$ cat src/rtl/link_param_pkg.sv
// constants, types and layout shared by the link parameter checker
//
// Functional notes
// - only listed decimation ratios per lanes, converters, octets and rate band
// - frames per multiframe times octets per frame is a multiple of 4
// - frames per multiframe 20/12/8/4 minimum by frame size, up to 32, step 4
// - frame holds fixed octets and samples, multiframe spans configured lanes
// - 8-bit words: resolution 7 or 8, zero or one control bit
// - output rate equals sample clock divided by decimation ratio
// - one or two converters on one, two or four lanes, 2.5x to 20x
package link_param_pkg;

    localparam int ADDR_W = 16;
    localparam int DATA_W = 16;
    localparam int BYTE_W = 8;

    // register offsets
    localparam logic [15:0] OFF_PLL_RANGE = 16'h056e;
    localparam logic [15:0] OFF_LANES     = 16'h0580;
    localparam logic [15:0] OFF_CONV      = 16'h0581;
    localparam logic [15:0] OFF_OCTETS    = 16'h0582;
    localparam logic [15:0] OFF_FRAMES    = 16'h0583;
    localparam logic [15:0] OFF_RES       = 16'h0584;
    localparam logic [15:0] OFF_CTRL_BITS = 16'h0585;
    localparam logic [15:0] OFF_DCM       = 16'h0586;
    localparam logic [15:0] OFF_LANE_RATE = 16'h0587;
    localparam logic [15:0] OFF_SAMPLE_CK = 16'h0588;
    localparam logic [15:0] OFF_CONTROL   = 16'h0589;
    localparam logic [15:0] OFF_STATUS    = 16'h058a;

    // control and status bit positions
    localparam int CTL_APPLY  = 0;
    localparam int CTL_STOP   = 1;
    localparam int ST_LIVE_B  = 0;
    localparam int ST_ERR_B   = 1;
    localparam int ST_ERRS_LO = 2;

    // reset values
    localparam logic [7:0]  PLL_RANGE_RST = 8'h00;
    localparam logic [7:0]  CFG_BYTE_RST  = 8'h01;
    localparam logic [15:0] CFG_WORD_RST  = 16'h0000;

    // lane rate is held in half-Mbps units
    localparam logic [15:0] RATE_MIN_HALF = 16'h0d2f;
    localparam logic [15:0] RATE_MAX_HALF = 16'h7918;
    localparam logic [15:0] BAND1_LO     = 16'h1a5e;
    localparam logic [15:0] BAND2_LO     = 16'h34bc;
    localparam logic [15:0] BAND3_LO     = 16'h6978;
    localparam logic [15:0] BAND3_HI     = 16'h7d00;
    localparam logic [7:0]  SLR_DIV_HALF = 8'h50;
    localparam logic [11:0] LCM_MAX      = 12'h040;

    // pll range codes per band, band 0 lowest
    localparam logic [3:0][7:0] PLL_CODE = {8'h30, 8'h00, 8'h10, 8'h50};

    // frame and word limits
    localparam logic [7:0] K_MAX    = 8'h20;
    localparam logic [1:0] K_STEP_M = 2'h3;
    localparam logic [7:0] K_MIN_F1 = 8'h14;
    localparam logic [7:0] K_MIN_F2 = 8'h0c;
    localparam logic [7:0] K_MIN_F4 = 8'h08;
    localparam logic [7:0] K_MIN_F8 = 8'h04;
    localparam logic [7:0] RES_MIN  = 8'h07;
    localparam logic [7:0] RES_MAX  = 8'h08;
    localparam logic [7:0] CS_MAX   = 8'h01;
    localparam logic [7:0] WORD_W   = 8'h08;
    localparam logic [7:0] VAL1     = 8'h01;
    localparam logic [7:0] VAL2     = 8'h02;
    localparam logic [7:0] VAL4     = 8'h04;
    localparam logic [7:0] VAL8     = 8'h08;
    localparam logic [7:0] VAL16    = 8'h10;
    localparam logic [7:0] DCM_LIM  = 8'h20;

    // lane rate families, twice the lane rate to output rate factor
    typedef enum logic [2:0] {
        GRP_NONE, GRP_X10, GRP_X10W, GRP_X5, GRP_X2P5, GRP_X20
    } grp_t;
    localparam logic [5:0] MULT2_X10  = 6'h14;
    localparam logic [5:0] MULT2_X5   = 6'h0a;
    localparam logic [5:0] MULT2_X2P5 = 6'h05;
    localparam logic [5:0] MULT2_X20  = 6'h28;
    localparam logic [3:0] KF_X10     = 4'h2;
    localparam logic [3:0] KF_X5      = 4'h4;
    localparam logic [3:0] KF_X2P5    = 4'h8;
    localparam logic [3:0] KF_X20     = 4'h1;

    // legal decimation ratios, bit n means ratio n, index is band
    localparam logic [3:0][31:0] MASK_X10  = {32'h0000_0006, 32'h0000_001e, 32'h0000_017e, 32'h0000_157e};
    localparam logic [3:0][31:0] MASK_X10W = {32'h0000_0006, 32'h0000_001e, 32'h0000_017e, 32'h0001_957e};
    localparam logic [3:0][31:0] MASK_X5   = {32'h0000_0002, 32'h0000_0006, 32'h0000_001e, 32'h0000_017e};
    localparam logic [3:0][31:0] MASK_X2P5 = {32'h0000_0000, 32'h0000_0002, 32'h0000_0006, 32'h0000_001e};
    localparam logic [3:0][31:0] MASK_X20  = {32'h0000_001e, 32'h0000_017e, 32'h0001_957e, 32'h4111_9574};

    typedef enum logic [3:0] {
        ST_IDLE  = 4'b0001,
        ST_CHECK = 4'b0010,
        ST_LIVE  = 4'b0100,
        ST_FAULT = 4'b1000
    } fsm_t;

    typedef struct packed {
        logic [7:0]  lanes;
        logic [7:0]  conv;
        logic [7:0]  octets;
        logic [7:0]  frames;
        logic [7:0]  res;
        logic [7:0]  ctrl_bits;
        logic [7:0]  chip_decimation_ratio;
        logic [15:0] lane_half;
        logic [15:0] fs_mhz;
    } cfg_t;

    typedef struct packed {
        logic word;
        logic pll;
        logic mf;
        logic divider;
        logic rate;
        logic table_miss;
    } err_t;

endpackage : link_param_pkg

$ cat src/rtl/cfg_table.sv
// transport layout lookup: family, rate factor and legal decimation
`timescale 1ns/100ps
module cfg_table (
    input  wire link_param_pkg::cfg_t cfg,
    input  wire logic [1:0]           band,
    output link_param_pkg::grp_t      grp,
    output logic                      table_ok,
    output logic [5:0]                mult2,
    output logic [3:0]                k_fac,
    output logic [7:0]                samples
);
    function automatic logic dcm_legal(input logic [3:0][31:0] mask, input logic [1:0] b, input logic [7:0] d);
        dcm_legal = (d < link_param_pkg::DCM_LIM) && mask[b][d[4:0]];
    endfunction : dcm_legal

    logic m1;
    logic m2;
    logic f12;
    logic f124;

    always_comb begin
        m1   = cfg.conv == link_param_pkg::VAL1;
        m2   = cfg.conv == link_param_pkg::VAL2;
        f12  = (cfg.octets == link_param_pkg::VAL1) || (cfg.octets == link_param_pkg::VAL2);
        f124 = f12 || (cfg.octets == link_param_pkg::VAL4);
        grp = link_param_pkg::GRP_NONE;
        if (m1 && cfg.lanes == link_param_pkg::VAL1 && f12) begin
            grp = link_param_pkg::GRP_X10;
        end else if (m1 && cfg.lanes == link_param_pkg::VAL2 && f124) begin
            grp = link_param_pkg::GRP_X5;
        end else if (m1 && cfg.lanes == link_param_pkg::VAL4 && f12) begin
            grp = link_param_pkg::GRP_X2P5;
        end else if (m2 && cfg.lanes == link_param_pkg::VAL1 && cfg.octets == link_param_pkg::VAL2) begin
            grp = link_param_pkg::GRP_X20;
        end else if (m2 && cfg.lanes == link_param_pkg::VAL2 && f12) begin
            grp = link_param_pkg::GRP_X10W;
        end else if (m2 && cfg.lanes == link_param_pkg::VAL4 && f124) begin
            grp = link_param_pkg::GRP_X5;
        end
        unique case (grp)
            link_param_pkg::GRP_X10: begin
                table_ok = dcm_legal(link_param_pkg::MASK_X10, band, cfg.chip_decimation_ratio);
                mult2    = link_param_pkg::MULT2_X10;
                k_fac    = link_param_pkg::KF_X10;
            end
            link_param_pkg::GRP_X10W: begin
                table_ok = dcm_legal(link_param_pkg::MASK_X10W, band, cfg.chip_decimation_ratio);
                mult2    = link_param_pkg::MULT2_X10;
                k_fac    = link_param_pkg::KF_X10;
            end
            link_param_pkg::GRP_X5: begin
                table_ok = dcm_legal(link_param_pkg::MASK_X5, band, cfg.chip_decimation_ratio);
                mult2    = link_param_pkg::MULT2_X5;
                k_fac    = link_param_pkg::KF_X5;
            end
            link_param_pkg::GRP_X2P5: begin
                table_ok = dcm_legal(link_param_pkg::MASK_X2P5, band, cfg.chip_decimation_ratio);
                mult2    = link_param_pkg::MULT2_X2P5;
                k_fac    = link_param_pkg::KF_X2P5;
            end
            link_param_pkg::GRP_X20: begin
                table_ok = dcm_legal(link_param_pkg::MASK_X20, band, cfg.chip_decimation_ratio);
                mult2    = link_param_pkg::MULT2_X20;
                k_fac    = link_param_pkg::KF_X20;
            end
            default: begin
                table_ok = 1'b0;
                mult2    = link_param_pkg::MULT2_X10;
                k_fac    = link_param_pkg::KF_X10;
            end
        endcase
        samples = m2 ? 8'((cfg.octets * cfg.lanes) >> 1) : 8'(cfg.octets * cfg.lanes);
    end
endmodule : cfg_table

$ cat config.mk
export PLATFORM = sky130hd
export DESIGN_NAME = cfg_table
export DESIGN_NICKNAME = d
export VERILOG_FILES = /design/src/rtl/link_param_pkg.sv /design/src/rtl/cfg_table.sv
export SDC_FILE = /design/constraint.sdc
export NUM_CORES = 1
export LEC_CHECK = 0
export BUFFER_PORTS_ARGS = -buffer_cell sky130_fd_sc_hd__buf_2
export CAP_MARGIN = 10
export CELL_PAD_IN_SITES_DETAIL_PLACEMENT = 1
export CELL_PAD_IN_SITES_GLOBAL_PLACEMENT = 1
export CORE_ASPECT_RATIO = 1.75
export CORE_MARGIN = 5
export CORE_UTILIZATION = 25
export DETAILED_ROUTE_END_ITERATION = 8
export GPL_ROUTABILITY_DRIVEN = 0
export MAX_ROUTING_LAYER = met4
export PLACE_DENSITY_LB_ADDON = 0.15
export SLEW_MARGIN = 20
export SYNTH_ARGS = -nofsm -noshare
export SYNTH_HDL_FRONTEND = slang
export SYNTH_SLANG_ARGS = --single-unit
$ cat constraint.sdc
create_clock -name vclk -period 10.7
set_input_delay 1.605 -clock vclk [all_inputs]
set_output_delay 1.605 -clock vclk [all_outputs]
set_load 0.03 [all_outputs]
* Word-level counts from Yosys, hierarchy flattened
Cells that the tools add are included.
Operators by class: multipliers 1, magnitude comparators 3, equal/unequal tests 13, mux-type cells 30, reduce and logical (&&, ||, !) cells 19
Operators by type and width (number):
- binary-select mux 32 bit (select 2 bit) | 5
- two-way mux 32 bit | 5
- binary-select mux 1 bit (select 5 bit) | 5
- == test 8 x 1 -> 1 bit, second input constant | 3
- == test 8 x 2 -> 1 bit, second input constant | 3
- case mux 6 bit (3 select lines) | 1
- logical AND 1 bit | 17
- == test 8 x 3 -> 1 bit, second input constant | 2
- two-way mux 3 bit | 4
- case mux 4 bit (3 select lines) | 1
- < comparator 8 x 6 -> 1 bit, second input constant | 1
- multiplier 8 x 8 -> 8 bit | 1
- two-way mux 8 bit | 1
- == test 3 x 2 -> 1 bit, second input constant | 2
- == test 3 bit, second input constant | 2
- < comparator 5 x 6 -> 1 bit, second input constant | 1
- two-way mux 1 bit | 5
- case mux 1 bit (5 select lines) | 1
- two-way mux 2 bit | 2
- == test 3 x 1 -> 1 bit, second input constant | 1
- < comparator 2 x 3 -> 1 bit, second input constant | 1
- logical OR 1 bit | 2
Storage, ports and cells: flip-flop bits (word level) 0, output and inout port bits 22, word-level logic and storage cells 66

* Depth between registers and ports, before layout
depth in word-level cells 12, mapped depth 16, depth with buffers taken out 15

* Worst setup path before layout
No wires, ideal clock.
kind input-to-output, from input cfg[64] (netlist name), to output samples[6], arrival time 5201 ps, data required time 9095 ps, slack 3894 ps, stages 16, path through clkbuf_1 > and2_1 > fa_1 > inv_1 > fa_1 > inv_1 > ha_1 > inv_1 > fa_1 > inv_1 > ha_1 > a21o_1 > a21oi_1 > xnor2_1 > xnor2_1 > o21ai_0
Between the ends: word-level cells in the longest chain between the ends 2
Ends and longest elaborated chain:
- from (decl) | line cfg_table.sv:4 | input wire link_param_pkg::cfg_t cfg,
- multiplier 8 x 8 -> 8 bit | line cfg_table.sv:72 | samples = m2 ? 8'((cfg.octets * cfg.lanes) >> 1) : 8'(cfg.octets * cfg.lanes);
- two-way mux 8 bit | line cfg_table.sv:72
- to (decl) | line cfg_table.sv:10 | output logic [7:0] samples
Every way passes these cells.

* Final worst setup path
from input cfg[65] (netlist name), to output samples[6]
Same word-level chain as after synthesis.

==> impl_metrics.tcl <==
set metrics [dict create \
    status "completed" \
    cts_hold_buffers 0 \
    io_pins 112 \
    wirelength_um 6020 \
    portBuffers 56 \
    grt.total_usage_pct 13.9 \
    synth_area_um2 1800 \
    drtIter0Drc 13 \
    synthTopCellsByArea "fa_1, ha_1, and2_1" \
    rsz0062_at_grt "false" \
    startpoint "cfg[65]" \
    setup_ws_ns 3.99 \
    total_power_uw 174 \
    cp_data_arrival_time_ns 5.11 \
    clockPowerShare_pct 0 \
    leakage_nw 0.989 \
    cp-endpoint "samples[6]" \
    post-route-util_pct 29.4 \
    switching_share_pct 62.9 \
    cp.required_ns 9.10 \
    viasPerCell 5.04 \
    start_util_pct 25.2 \
    layout-drive-gt1-share_pct 22.6 \
    tns_ns 0 \
    post-route-min-period_ns 6.71 \
    maxSlewHeadroom_pct 47.8 \
    vdd_ir_drop_max_mv 0.0269 \
    synth_cell_types 54 \
    fin_crit_sh_pct 62.7 \
    area_growth_pct 16.6 \
    core.rowCount 41 \
    yosys.area.top_type "fa_1" \
    die_w_um 74.1 \
    ys_warn_count 0 \
    nets 412 \
    drc 0 \
    start_kind "input pin" \
    final_cell_count_no_fill 378 \
    seq_cell_count 0 \
    combinationalPowerShare_pct 100.0 \
    fmax_mhz 149 \
    placed_cells 378 \
    power_density_nw_per_um2 83.1 \
    crit_fanout 12 \
    ff_latch_area_um2 0 \
    dr.pass1.iters 4 \
    pre_cts_slack_ns 3.88 \
    max_cap_violations 0 \
    dieArea_um2 9060 \
    finalMaxSlewViolations 0 \
    criticalPathCategory "in -> out" \
    cts_resized 0 \
    hold_violations 0 \
    p_seq_share_pct 0 \
    detail_route.wl_per_cell_um 15.9 \
    grt_pass1_wl_um 9710 \
    syn-num-nets 374 \
    synth_top_area_share_pct 13.4 \
    cts_setup_buffers 0 \
    critPathCaptureType "primary output" \
    internal-power_uw 64.7 \
    synth_cells 256 \
    clockBufferCount 0 \
    grt_pass1_vias 2003 \
    core_area_um2 7130 \
    ys_seq_area_share_pct 0 \
    final-setup-viol-count 0 \
    power.switching_uw 110 \
    synth_area_per_cell_um2 7.03 \
    worstHoldPathType "in -> out" \
    hpwl_um 5190 \
    grt_max_degree 22 \
    diodes 0 \
    worstMarginPinSlew_ns 0.776 \
    drtAntennaViolNets 0 \
    antenna_found_initial 0 \
    die_h_um 122 \
    vias 1907 \
    overflow 0 \
]
==> Yosys cell counts (2+ instances only) <==
master     n
nor2_1    14
nand2_1   32
fa_1      12
xnor2_1   15
nor3_1     4
o21ai_0   12
inv_1     27
o211ai_1   3
a21boi_0   2
o221ai_1   2
nor4_1     6
nand2b_1   4
nor3b_1    3
a21o_1     3
nand4_1    4
a22oi_1    2
buf_4      5
clkbuf_1  12
a211oi_1   2
nor2b_1    5
nand3_1    4
and2_1    23
buf_1      2
o22a_1     2
xor2_1     4
nor4bb_1   2
ha_1      16
a21oi_1    8
==> worst min-delay path by stage <==
stage | from | endpoint | depth (start not counted)
floorplan | cfg[80] | k_fac[2] | 1
global placement | cfg[37] | table_ok | 4
detailed placement | cfg[37] | table_ok | 4
CTS | cfg[37] | table_ok | 4
global route | cfg[37] | table_ok | 4
finish | cfg[37] | table_ok | 4
==> critical path, cell delays in order <==
cell     delay (ns)
buf_2          0.24
and2_1         0.19
fa_1           0.16
inv_1          0.05
fa_1           0.54
inv_1          0.05
ha_1           0.26
inv_1          0.06
fa_1           0.53
inv_1          0.04
ha_1           0.33
a21o_1         0.19
a21oi_1        0.17
xnor2_1        0.09
xnor2_1        0.29
o21ai_0        0.12
buf_2          0.19
==> through the flow <==
step                      instance area (um^2)  hold WS [ns]
after global routing                      2100          3.64
after floorplan                           1800          3.36
final                                     2100          3.62
after detailed placement                  2090          3.62
after global placement                    2090          3.59
after CTS                                 2090          3.62
==> layout by cell type, fill, tap and decap left out, types with 2 or more instances in the layout <==
master,n
buf_2,56
nand2_1,32
inv_1,27
and2_1,23
ha_1,16
xnor2_1,15
nor2_1,14
o21ai_0,12
fa_1,12
a21oi_1,8
nor4_1,5
nor2b_1,5
xor2_1,4
nand2b_1,4
nand4_1,4
nor3_1,4
nand3_1,4
a21o_1,3
nor3b_1,3
o211ai_1,3
nor4bb_1,2
o221ai_1,2
a211oi_1,2
a22oi_1,2
o22a_1,2
a21boi_0,2
==> area by class of cell <==
class	instances	area, um^2
Multi-Input combinational cell	209	1610
Fill cell	909	5030
Tap cell	86	108
Timing Repair Buffer	56	280
Inverter	27	101
==> layer usage <==
metal	GRT usage (%)	vias to the layer above	part of all wire (%)
met3	0.410	4	2.7
met1	13.7	924	34
li1	-	944	-
met4	1.36	0	1.2
met2	29.4	35	62
met5	-	-	0
==> power by group through the flow <==
stage	clock, mW	combinational (mW)	sequential [mW]
detailed placement	0	0.180	0
global placement	0	0.179	0
global route	0	0.196	0
CTS	0	0.181	0
finish	0	0.174	0
floorplan	0	0.128	0
==> kinds of logic (layout without fill, tap and decap cells) <==
| logic type | count (synthesis) | count (layout) | synth area share (%) |
|---|---|---|---|
| adder cells (fa/ha/maj) | 29 | 29 | 25.0 |
| multiplexers | 1 | 1 | 0.556 |
| XOR/XNOR | 19 | 19 | 9.25 |
| buffers and inverters | 47 | 83 | 10.9 |
| AND/OR/NAND/NOR | 113 | 113 | 36.5 |
| AO/OA/AOI/OAI | 47 | 47 | 17.7 |
No activity file was read; power rests on OpenSTA's default activity.
